<file path="src/shared/flash_wp_pkg.sv">
`default_nettype none
package flash_wp_pkg;
    // Opcodes
    localparam logic [7:0] LATCH_SET_OP    = 8'h06;
    localparam logic [7:0] LATCH_CLEAR_OP  = 8'h04;
    localparam logic [7:0] WRITE_ARM_OP    = 8'h50;
    localparam logic [7:0] STATUS_WRITE_OP = 8'h01;
    localparam logic [7:0] STATUS_READ_OP  = 8'h05;
    localparam logic [7:0] IDENT_OP_A      = 8'h90;
    localparam logic [7:0] IDENT_OP_B      = 8'hab;
    // Identification codes, values arbitrary
    localparam logic [7:0] MAKER_CODE      = 8'h5a;
    localparam logic [7:0] PART_CODE       = 8'h3c;
    // Status register bit positions
    localparam int         ST_BUSY         = 0;
    localparam int         ST_WRITE_LATCH  = 1;
    localparam int         ST_LEVEL_LO     = 2;
    localparam int         ST_LEVEL_HI     = 3;
    localparam int         ST_AUTO_INC     = 6;
    localparam int         ST_LOCKDOWN     = 7;
    // Status reset value: levels set, lockdown clear
    localparam logic [7:0] STATUS_RESET    = 8'h0c;
    // Frame layout in bits
    localparam int         OP_BITS         = 8;
    localparam int         ADDR_BITS       = 24;
    localparam logic [5:0] ADDR_END        = 6'd32;
    localparam logic [5:0] DATA_END        = 6'd16;
    // Host link clock divider: half period in clk cycles
    localparam logic [3:0] SCK_HALF        = 4'd4;
    // Host minimum chip select high time in clk cycles
    localparam logic [3:0] CS_HIGH_GAP     = 4'd8;
endpackage : flash_wp_pkg
`default_nettype wire

</file>
<file path="src/shared/flash_spi_if.sv">
`default_nettype none
interface flash_spi_if;
    logic cs_n;
    logic sck;
    logic mosi;
    logic miso;
    logic miso_oe;
    logic wp_n;
    modport device (input cs_n, input sck, input mosi, input wp_n,
                    output miso, output miso_oe);
    modport host (output cs_n, output sck, output mosi, output wp_n,
                  input miso, input miso_oe);
endinterface : flash_spi_if
`default_nettype wire

</file>
<file path="src/verilog/flash_wp_device.sv">
// Overview of operation
// - Latch set command sets write latch
// - Latch set before writes left to host user
// - Latch set acts at chip select rise
// - Latch clear zeroes latch and auto-increment
// - Latch clear acts at chip select rise
// - Arm only enables next status write
// - Host frames arm opcode with chip select
// - Status write changes only level, lockdown
// - Host sends status write right after arm
// - Ignore status write when pin low, locked
// - Pin low: lockdown may only set
// - Pin high: all three bits writable
// - Check lock and pin at chip select rise
// - Status write applied at chip select rise
// - Two identification opcodes plus 24-bit address
// - Address zero maker, one part code
// - Identification bytes alternate until deselect
// - Latch clear opcode ends auto-increment
// - Status readable at any time
`default_nettype none
module flash_wp_device
    import flash_wp_pkg::*;
(
    // System
    input  wire logic        clk,
    input  wire logic        reset,
    // Link
    flash_spi_if.device      spi,
    // Device state view
    output logic [7:0]       status_out,
    output logic             armed_out
);
    typedef enum logic [2:0] {
        ST_IDLE  = 3'b001,
        ST_SHIFT = 3'b010,
        ST_IDENT = 3'b100
    } phase_t;

    typedef struct packed {
        logic [2:0] cs_sync;
        logic [2:0] sck_sync;
        logic [2:0] mosi_sync;
        logic [2:0] wp_sync;
        logic       cs_n;
        logic       sck;
        logic       wp_high;
        phase_t     phase;
        logic [5:0] bit_cnt;
        logic [7:0] opcode;
        logic [23:0] addr;
        logic [7:0] data;
        logic [7:0] tx;
        logic       id_sel;
        logic       oe;
        logic [7:0] status;
        logic       armed;
    } state_t;

    state_t s_reg;
    state_t s_next;

    // Stable level once second and third stages agree
    function automatic logic settle(input logic [2:0] sync, input logic prev);
        settle = (sync[1] == sync[2]) ? sync[2] : prev;
    endfunction : settle

    // Byte for current identification address parity
    function automatic logic [7:0] id_byte(input logic sel);
        id_byte = sel ? PART_CODE : MAKER_CODE;
    endfunction : id_byte

    // Frame decode, sampling and command execution
    always_comb
    begin
        logic cs_now;
        logic sck_now;
        logic wp_high;
        logic rise;
        logic fall;
        logic cs_rise;
        logic [7:0] sr;
        cs_now  = 1'b1;
        sck_now = 1'b0;
        wp_high = 1'b0;
        rise    = 1'b0;
        fall    = 1'b0;
        cs_rise = 1'b0;
        sr      = 8'h00;
        s_next = s_reg;
        s_next.cs_sync   = {s_reg.cs_sync[1:0], spi.cs_n};
        s_next.sck_sync  = {s_reg.sck_sync[1:0], spi.sck};
        s_next.mosi_sync = {s_reg.mosi_sync[1:0], spi.mosi};
        s_next.wp_sync   = {s_reg.wp_sync[1:0], spi.wp_n};
        cs_now  = settle(s_reg.cs_sync, s_reg.cs_n);
        sck_now = settle(s_reg.sck_sync, s_reg.sck);
        wp_high = settle(s_reg.wp_sync, s_reg.wp_high);
        s_next.cs_n = cs_now;
        s_next.wp_high = wp_high;
        s_next.sck  = sck_now;
        rise    = !cs_now && sck_now && !s_reg.sck;
        fall    = !cs_now && !sck_now && s_reg.sck;
        cs_rise = cs_now && !s_reg.cs_n;
        sr      = s_reg.status;

        if (cs_rise)
        begin
            s_next.phase = ST_IDLE;
            s_next.oe    = 1'b0;
            // Commands act only at the end of the frame
            if (s_reg.bit_cnt == 6'(OP_BITS) && s_reg.opcode == LATCH_SET_OP)
            begin
                sr[ST_WRITE_LATCH] = 1'b1;
                s_next.armed = 1'b0;
            end
            else if (s_reg.bit_cnt == 6'(OP_BITS) && s_reg.opcode == LATCH_CLEAR_OP)
            begin
                sr[ST_WRITE_LATCH] = 1'b0;
                sr[ST_AUTO_INC]    = 1'b0;
                s_next.armed = 1'b0;
            end
            else if (s_reg.bit_cnt == 6'(OP_BITS) && s_reg.opcode == WRITE_ARM_OP)
                s_next.armed = 1'b1;
            else if (s_reg.bit_cnt == DATA_END && s_reg.opcode == STATUS_WRITE_OP)
            begin
                s_next.armed = 1'b0;
                // Pin and lock sampled just before the rise
                if (s_reg.armed && (wp_high || !s_reg.status[ST_LOCKDOWN]))
                begin
                    sr[ST_LEVEL_LO] = s_reg.data[ST_LEVEL_LO];
                    sr[ST_LEVEL_HI] = s_reg.data[ST_LEVEL_HI];
                    sr[ST_LOCKDOWN] = s_reg.data[ST_LOCKDOWN];
                end
            end
            else if (s_reg.bit_cnt != 6'd0)
                s_next.armed = 1'b0;
            s_next.status  = sr;
            s_next.bit_cnt = 6'd0;
        end
        else if (cs_now)
        begin
            s_next.phase   = ST_IDLE;
            s_next.bit_cnt = 6'd0;
            s_next.oe      = 1'b0;
        end
        else if (rise)
        begin
            if (s_reg.phase == ST_IDLE)
                s_next.phase = ST_SHIFT;
            if (s_reg.bit_cnt != 6'h3f)
                s_next.bit_cnt = s_reg.bit_cnt + 6'd1;
            if (s_reg.bit_cnt < 6'(OP_BITS) && s_reg.phase != ST_IDENT)
                s_next.opcode = {s_reg.opcode[6:0], s_reg.mosi_sync[2]};
            else
            begin
                s_next.addr = {s_reg.addr[22:0], s_reg.mosi_sync[2]};
                s_next.data = {s_reg.data[6:0], s_reg.mosi_sync[2]};
            end
        end
        else if (fall)
        begin
            // Output shifting on falling edges, modes 0 and 3
            if (s_reg.bit_cnt == 6'(OP_BITS) && s_reg.opcode == STATUS_READ_OP)
            begin
                s_next.tx = s_reg.status;
                s_next.oe = 1'b1;
            end
            else if (s_reg.bit_cnt == ADDR_END && s_reg.phase == ST_SHIFT
                     && (s_reg.opcode == IDENT_OP_A || s_reg.opcode == IDENT_OP_B))
            begin
                s_next.phase  = ST_IDENT;
                s_next.id_sel = !s_reg.addr[0];
                s_next.tx     = id_byte(s_reg.addr[0]);
                s_next.oe     = 1'b1;
                s_next.bit_cnt = 6'd1;
            end
            else if (s_reg.phase == ST_IDENT && s_reg.bit_cnt == 6'd9)
            begin
                s_next.tx      = id_byte(s_reg.id_sel);
                s_next.id_sel  = !s_reg.id_sel;
                s_next.bit_cnt = 6'd1;
            end
            else if (s_reg.oe && s_reg.bit_cnt > 6'(OP_BITS) && s_reg.opcode == STATUS_READ_OP
                     && s_reg.bit_cnt[2:0] == 3'd0)
                s_next.tx = s_reg.status;
            else if (s_reg.oe)
                s_next.tx = {s_reg.tx[6:0], 1'b0};
        end
    end

    // State register
    always_ff @(posedge clk or posedge reset)
    begin
        if (reset)
        begin
            s_reg <= '{cs_sync: 3'b111, sck_sync: 3'b000, mosi_sync: 3'b000,
                       wp_sync: 3'b111, cs_n: 1'b1, sck: 1'b0, wp_high: 1'b1, phase: ST_IDLE,
                       bit_cnt: 6'd0, opcode: 8'h00, addr: 24'h000000, data: 8'h00,
                       tx: 8'h00, id_sel: 1'b0, oe: 1'b0, status: STATUS_RESET,
                       armed: 1'b0};
        end
        else
            s_reg <= s_next;
    end

    // Outputs
    assign spi.miso     = s_reg.tx[7];
    assign spi.miso_oe  = s_reg.oe;
    assign status_out   = s_reg.status;
    assign armed_out    = s_reg.armed;
endmodule : flash_wp_device
`default_nettype wire

</file>
<file path="src/flat_wrapper.sv">
// flat-port wrapper written by rule: the top's interface ports become plain ports
module flash_wp_device_flat import flash_wp_pkg::*;
  (clk, reset, status_out, armed_out, spi_cs_n, spi_sck, spi_mosi, spi_wp_n, spi_miso, spi_miso_oe);
  flash_spi_if spi_i ();
  input  wire logic clk;
  input  wire logic reset;
  output logic [7:0] status_out;
  output logic armed_out;
  input wire logic [$bits(spi_i.cs_n)-1:0] spi_cs_n;
  input wire logic [$bits(spi_i.sck)-1:0] spi_sck;
  input wire logic [$bits(spi_i.mosi)-1:0] spi_mosi;
  input wire logic [$bits(spi_i.wp_n)-1:0] spi_wp_n;
  output wire logic [$bits(spi_i.miso)-1:0] spi_miso;
  output wire logic [$bits(spi_i.miso_oe)-1:0] spi_miso_oe;
  assign spi_i.cs_n = spi_cs_n;
  assign spi_i.sck = spi_sck;
  assign spi_i.mosi = spi_mosi;
  assign spi_i.wp_n = spi_wp_n;
  assign spi_miso = spi_i.miso;
  assign spi_miso_oe = spi_i.miso_oe;
  flash_wp_device u_core (.clk(clk), .reset(reset), .spi(spi_i), .status_out(status_out), .armed_out(armed_out));
endmodule
</file>
<file path="config.mk">
export PLATFORM = sky130hd
export DESIGN_NAME = flash_wp_device_flat
export DESIGN_NICKNAME = d
export VERILOG_FILES = /design/src/shared/flash_wp_pkg.sv /design/src/shared/flash_spi_if.sv /design/src/verilog/flash_wp_device.sv /design/src/flat_wrapper.sv
export SDC_FILE = /design/constraint.sdc
export NUM_CORES = 1
export LEC_CHECK = 0
export ABC_AREA = 0
export ABC_CLOCK_PERIOD_IN_PS = 7450
export BUFFER_PORTS_ARGS = -buffer_cell sky130_fd_sc_hd__buf_4
export CORE_UTILIZATION = 40
export DETAILED_ROUTE_END_ITERATION = 8
export GPL_ROUTABILITY_DRIVEN = 1
export GPL_TIMING_DRIVEN = 0
export PLACE_DENSITY_LB_ADDON = 0.15
export SYNTH_ARGS = -nofsm -noshare
export SYNTH_HDL_FRONTEND = slang
export SYNTH_SLANG_ARGS = --single-unit
</file>
<file path="constraint.sdc">
create_clock -name clk -period 7.45 [get_ports clk]
set_input_delay 1.49 -clock clk [delete_from_list [all_inputs] [get_ports clk]]
set_output_delay 1.49 -clock clk [all_outputs]
set_load 0.05 [all_outputs]
</file>
==> flow_summary_export.csv, run 1 <==
group,metric,value,unit
logic_synthesis,ys_warn_count,0,
cts,cts_buffer_depth,2,
drt,postRouteWirelength,5400,um
sta,setup_viol,0,
cts,cts_setup_buffers,0,
grt,overflow,0,
setup_path,path_delay_family,"simple AND/OR/NAND/NOR gates",
logic_synthesis,ys_seq_area_share,50.7,%
setup_path,cp_slowest_cell,"a2111oi_0",
sta,setup_ws,4.73,ns
drt,post_drt_wl_per_cell,16.0,um
floorplanning,coreArea,6420,sq um
cells_and_area,largest_reg_flops,39,
pwr,power_density,214,nW/um^2
grt,antenna_found_initial,0,
setup_path,cp_max_fo,7,
cells_and_area,layout_commonest_cell,"dfrtp_1",
cts,clk_pin_slew_worst_paths,0.10,ns
cts,clk_latency,0.31,ns
status,status,"completed",
floorplanning,dieArea,7070,sq um
drt,drc,0,
floorplanning,rows,29,
min_path,whs_endpoint,"u_core.s_next[79]",
sta,slew_headroom,37.2,%
floorplanning,io_pins,17,
logic_synthesis,synth_edf_count,0,
floorplanning,die_x,84.1,um
grt,track_usage,16.9,%
sta,timing.fmax,368,MHz
setup_path,cp.arrival,2.90,ns
cells_and_area,nets,268,
cts,postCtsHoldBufs,0,
drt,via_count,1904,
sta,worst_pin_slew,0.933,ns
cells_and_area,fin_area,3020,sq um
setup_path,criticalPathCategory,"register to register",
grt,grt_pass1_wl,9380,um
sta,maxSlewViolCount,0,
cts,cts_sinks,54,
placement,postPlaceCellArea,2910,sq um
logic_synthesis,netlist_area,2690,sq um
placement,gp_congestion,0.837,
logic_synthesis,ys_seq_elements,54,
setup_path,crit_path_cell_trace,"inv_1 > ha_1 > or4b_4 > nor4_4 > nor2_2 > a2111oi_0 > a211oi_1",
cts,clockRootBuffer,"clkbuf_8",
drt,drtIter0Drc,84,
placement,place_ws,4.78,ns
pwr,p_leak,1.26,nW
grt,grt_max_degree,30,
setup_path,ff2ff_path_depth,7,
setup_path,crit_buf_inv,1,
drt,ant_nets,0,
drt,via_per_inst,5.65,
min_path,hold_start,"u_core.s_next[78]",
sta,timing.final.crit_share,36.5,%
cts,cts-resized-gates,0,
sta,tns,0,ns
floorplanning,dieHeight,84.1,um
cts,cts_buffers,5,
logic_synthesis,async_reset_ff_share,100,%
cells_and_area,syn_to_final_growth,12.3,%
cells_and_area,drive_gt1_share,31.9,%
cts,cts_tree,"yes",
logic_synthesis,synth_ff_type,"dfrtp_1",
sta,fin_crit,2.72,ns
min_path,hold_depth,0,
job,max_cap_violations,0,
cts,htree_levels,2,
setup_path,r2r_setup_slack,4.73,ns
setup_path,cp.required,7.63,ns
logic_synthesis,synth_cells,236,
grt,grt_pass1_vias,1847,
floorplanning,start_util,41.9,%
min_path,hp-class,"register to register",
setup_path,crit_path_start_kind,"register",
cells_and_area,final_cell_mix,"43 x dfrtp_1, 21 x mux2_2, 20 x buf_4",
setup_path,end_kind,"register",
pwr,irDropWorstVdd,93.6,uV
sta,grt_setup_unrepaired,"no",
setup_path,rr_startpoint,"u_core.s_reg[59]",
setup_path,cp_slowest_stage_delay,0.57,ns
sta,finalClockSkew,0.0139,ns
placement,portBuffers,12,
logic_synthesis,yosys.cell_types.count,59,
logic_synthesis,postSynthAreaPerCell,11.4,sq um
setup_path,crit-reg2reg-capture,"u_core.s_reg[63]",
sta,hold_viol_final,0,
cells_and_area,diodes,0,
placement,post-dp-hpwl,4060,um
drt,first_pass_iters,4,
where the power goes:
| group | internal (mW) | switching [mW] | leakage (nW) |
|---|---|---|---|
| combinational | 0.0450 | 0.0604 | 0.514 |
| sequential | 0.317 | 0.0274 | 0.691 |
| clock | 0.101 | 0.0981 | 0.0585 |
| total | 0.462 | 0.186 | 1.26 |
cell usage after synthesis, types with 3 or more instances:
cell type | n | area share, %
buf_2 | 3 | 0.56
buf_4 | 8 | 2.2
a22oi_1 | 3 | 0.84
mux2i_1 | 3 | 1.1
clkbuf_1 | 3 | 0.42
nor3b_1 | 3 | 0.84
inv_1 | 10 | 1.4
nor2_1 | 14 | 2.0
a21oi_1 | 11 | 2.0
ha_1 | 3 | 1.4
mux2_2 | 21 | 8.8
nand3b_1 | 4 | 1.1
a211oi_1 | 4 | 1.1
o21ai_0 | 6 | 1.1
nand2_1 | 9 | 1.3
nand3_1 | 5 | 0.93
nor3_1 | 8 | 1.5
a31oi_1 | 3 | 0.70
nor4_1 | 3 | 0.70
or4b_1 | 3 | 1.1
o22ai_1 | 4 | 0.93
dfrtp_1 | 43 | 40
nand2b_1 | 3 | 0.70
dfstp_2 | 11 | 11
nor4b_1 | 5 | 1.6
layout make-up:
type	instances	area [sq um]
clock buffer	5	68.8
clock inverter	3	43.8
fill	602	3400
timing repair buffer	13	110
sequential	54	1370
inverter	10	37.5
multi-input combinational	160	1200
tap	77	96.3
buffer	15	97.6
metrics by stage:
step	util, %	hold slack [ns]	total power, mW	std cells
after global routing	47.1	0.365	0.681	337
after detailed placement	45.3	0.335	0.454	329
after floorplan	-	0.331	0.425	239
after global placement	45.0	0.334	0.451	328
final	47.1	0.357	0.648	337
after CTS	47.1	0.357	0.659	337
worst max-delay path by stage:
| stage | from | end | slack, ns | cells past startpoint |
|---|---|---|---|---|
| 2_1_floorplan | reset | u_core.armed_out | 4.66 | 1 |
| 3_3_place_gp | reset | u_core.s_reg[54] | 3.91 | 2 |
| 3_5_place_dp | u_core.s_reg[59] | u_core.s_reg[63] | 4.78 | 7 |
| 4_1_cts | u_core.status_out[2] | status_out[2] | 4.76 | 2 |
| 5_1_grt | u_core.s_reg[59] | u_core.s_reg[63] | 4.56 | 7 |
| 6_report | u_core.s_reg[59] | u_core.s_reg[63] | 4.73 | 7 |
kinds of logic after synthesis:
group                      Yosys count  share of synthesized area, %
AOI/OAI and AO/OA                   49                          13.1
buffers and inverters               25                          5.02
muxes                               26                          11.0
other                                1                         0.139
DFF                                 54                          50.7
and+or+nand+nor                     76                          17.9
adders and majority gates            5                          2.18
routing by layer:
metal / global-route usage [%] / vias to the layer above / part of all wire [%]
met5: 0 / - / 0
met4: 5.80 / 0 / 1.6
met3: 3.36 / 8 / 4.1
met2: 25.5 / 36 / 45
met1: 24.3 / 942 / 49
li1: - / 918 / -
No activity file was read; power rests on OpenSTA's default activity.
==> run 2, diff against run 1 <==
--- a/config.mk
+++ b/config.mk
@@ -6,7 +6,7 @@
 export NUM_CORES = 1
 export LEC_CHECK = 0
 export ABC_AREA = 0
-export ABC_CLOCK_PERIOD_IN_PS = 7450
+export ABC_CLOCK_PERIOD_IN_PS = 2630
 export BUFFER_PORTS_ARGS = -buffer_cell sky130_fd_sc_hd__buf_4
 export CORE_UTILIZATION = 40
 export DETAILED_ROUTE_END_ITERATION = 8
==> constraint.sdc (replaced) <==
create_clock -name clk -period 2.63 [get_ports clk]
set_input_delay 0.526 -clock clk [delete_from_list [all_inputs] [get_ports clk]]
set_output_delay 0.526 -clock clk [all_outputs]
set_load 0.05 [all_outputs]
==> flow_summary_export.csv, run 2 (synthesis gave the netlist of run 1 again) <==
group,metric,value,unit
status,status,"completed",
cts,cts_sinks,54,
cells_and_area,fill_cells,600,
setup_path,crit_path_start_kind,"register",
drt,via_count,1908,
sta,finalClockSkew,0.0147,ns
job,max_cap_violations,0,
setup_path,cp.arrival,2.69,ns
cells_and_area,nets,270,
grt,track_usage,16.9,%
floorplanning,start_util,41.9,%
sta,hold_viol_final,0,
grt,overflow,0,
drt,drtIter0Drc,82,
sta,setup_viol,0,
cells_and_area,multiInputGateArea,1220,sq um
floorplanning,rows,29,
cts,clk_latency,0.31,ns
cts,htree_levels,2,
cts,cts_buffers,5,
sta,fin_crit,2.49,ns
placement,postPlaceCellArea,2910,sq um
sta,timing.final.crit_share,94.7,%
drt,ant_nets,0,
drt,postRouteWirelength,5450,um
setup_path,criticalPathCategory,"register to register",
setup_path,end_kind,"register",
sta,timing.fmax,401,MHz
floorplanning,coreArea,6420,sq um
placement,post-dp-hpwl,4060,um
floorplanning,io_pins,17,
cts,clk_pin_slew_worst_paths,0.10,ns
setup_path,r2r_setup_slack,0.14,ns
grt,grt_pass1_vias,1847,
cts,cts_buffer_depth,2,
cells_and_area,fin_util,47.5,%
drt,first_pass_iters,4,
floorplanning,dieHeight,84.1,um
cells_and_area,final_cell_mix,"43 x dfrtp_1, 22 x buf_4, 21 x mux2_2",
setup_path,cp.required,2.82,ns
cells_and_area,syn_to_final_growth,13.3,%
cells_and_area,largest_reg_flops,39,
pwr,irDropWorstVdd,266,uV
cts,cts_tree,"yes",
cells_and_area,fin_area,3050,sq um
grt,grt_max_degree,30,
min_path,hp-class,"input port to async pin",
pwr,fin_total_pwr,1.84,mW
sta,worst_pin_slew,0.945,ns
setup_path,cp_max_fo,7,
pwr,p_leak,1.27,nW
sta,grt_setup_unrepaired,"no",
placement,gp_congestion,0.837,
placement,portBuffers,12,
sta,tns,0,ns
drt,drc,0,
drt,via_per_inst,5.63,
cts,clockRootBuffer,"clkbuf_8",
grt,antenna_found_initial,0,
drt,post_drt_wl_per_cell,16.1,um
floorplanning,die_x,84.1,um
pwr,power_density,603,nW/um^2
grt,grt_pass1_wl,9380,um
sta,maxSlewViolCount,0,
cells_and_area,drive_gt1_share,33.6,%
cells_and_area,diodes,0,
floorplanning,dieArea,7070,sq um
cells_and_area,seqCellArea,1370,sq um
cells_and_area,layout_commonest_cell,"dfrtp_1",
sta,slew_headroom,36.4,%
-- run 2: metrics by stage --
step | instances | setup WS [ns] | hold WS, ns
2_1_floorplan | 239 | 0.241 | 0.331
3_3_place_gp | 328 | -0.0726 | 0.334
3_5_place_dp | 329 | -0.0403 | 0.335
4_1_cts | 337 | 0.0531 | 0.280
5_1_grt | 339 | 0.0122 | 0.297
6_report | 339 | 0.139 | 0.258
-- run 2: final cells by class --
class	instances	share of cell area, %
Timing Repair Buffer	15	4.10
Clock buffer	5	2.25
Buffer	15	3.20
Inverter	10	1.23
Clock inverter	3	1.43
Tap cell	77	3.16
Multi-Input combinational cell	160	39.9
Sequential cell	54	44.7
-- run 2: final timing paths --
check | startpoint | end | cells after the start
setup reg to reg | u_core.s_reg[59] | u_core.spi.miso | 8
hold / removal | reset | u_core.s_reg[69] | 2
max in group asynchronous | reset | u_core.s_reg[82] | 3
min in group clk | spi_wp_n | u_core.s_next[72] | 1
setup / recovery | u_core.s_reg[59] | u_core.spi.miso | 8
hold reg to reg | u_core.s_next[78] | u_core.s_next[79] | 0
-- run 2: worst max-delay path, cell delays in order, from the launching register on --
cell and delay [ns]:
dfrtp_1 0.44, inv_1 0.10, ha_1 0.21, or4b_4 0.51, nor4_4 0.21, buf_4 0.20
a21oi_4 0.06, a21oi_4 0.30, mux2_4 0.33
-- run 2: where the power goes --
group | total, mW | internal [mW] | switching [mW] | leakage, nW
clock | 0.563 | 0.286 | 0.277 | 0.0585
sequential | 0.976 | 0.897 | 0.0794 | 0.691
combinational | 0.302 | 0.129 | 0.173 | 0.522
-- run 2: per-layer routing --
metal	track usage [%]	part of all wire, %	routed length, um	vias up
li1	-	-	-	917
met1	24.3	50	2740	950
met2	25.5	45	2470	34
met3	3.36	2.9	156	7
met4	5.80	1.5	80	0
met5	0	0	0	-
-- run 2: timing repair --
item,in CTS,in global routing
setup endpoints to repair,4,4
gates cloned,0,0
pin swaps,1,1
hold buffers,0,0
setup buffers,0,2
gates resized for setup,0,5
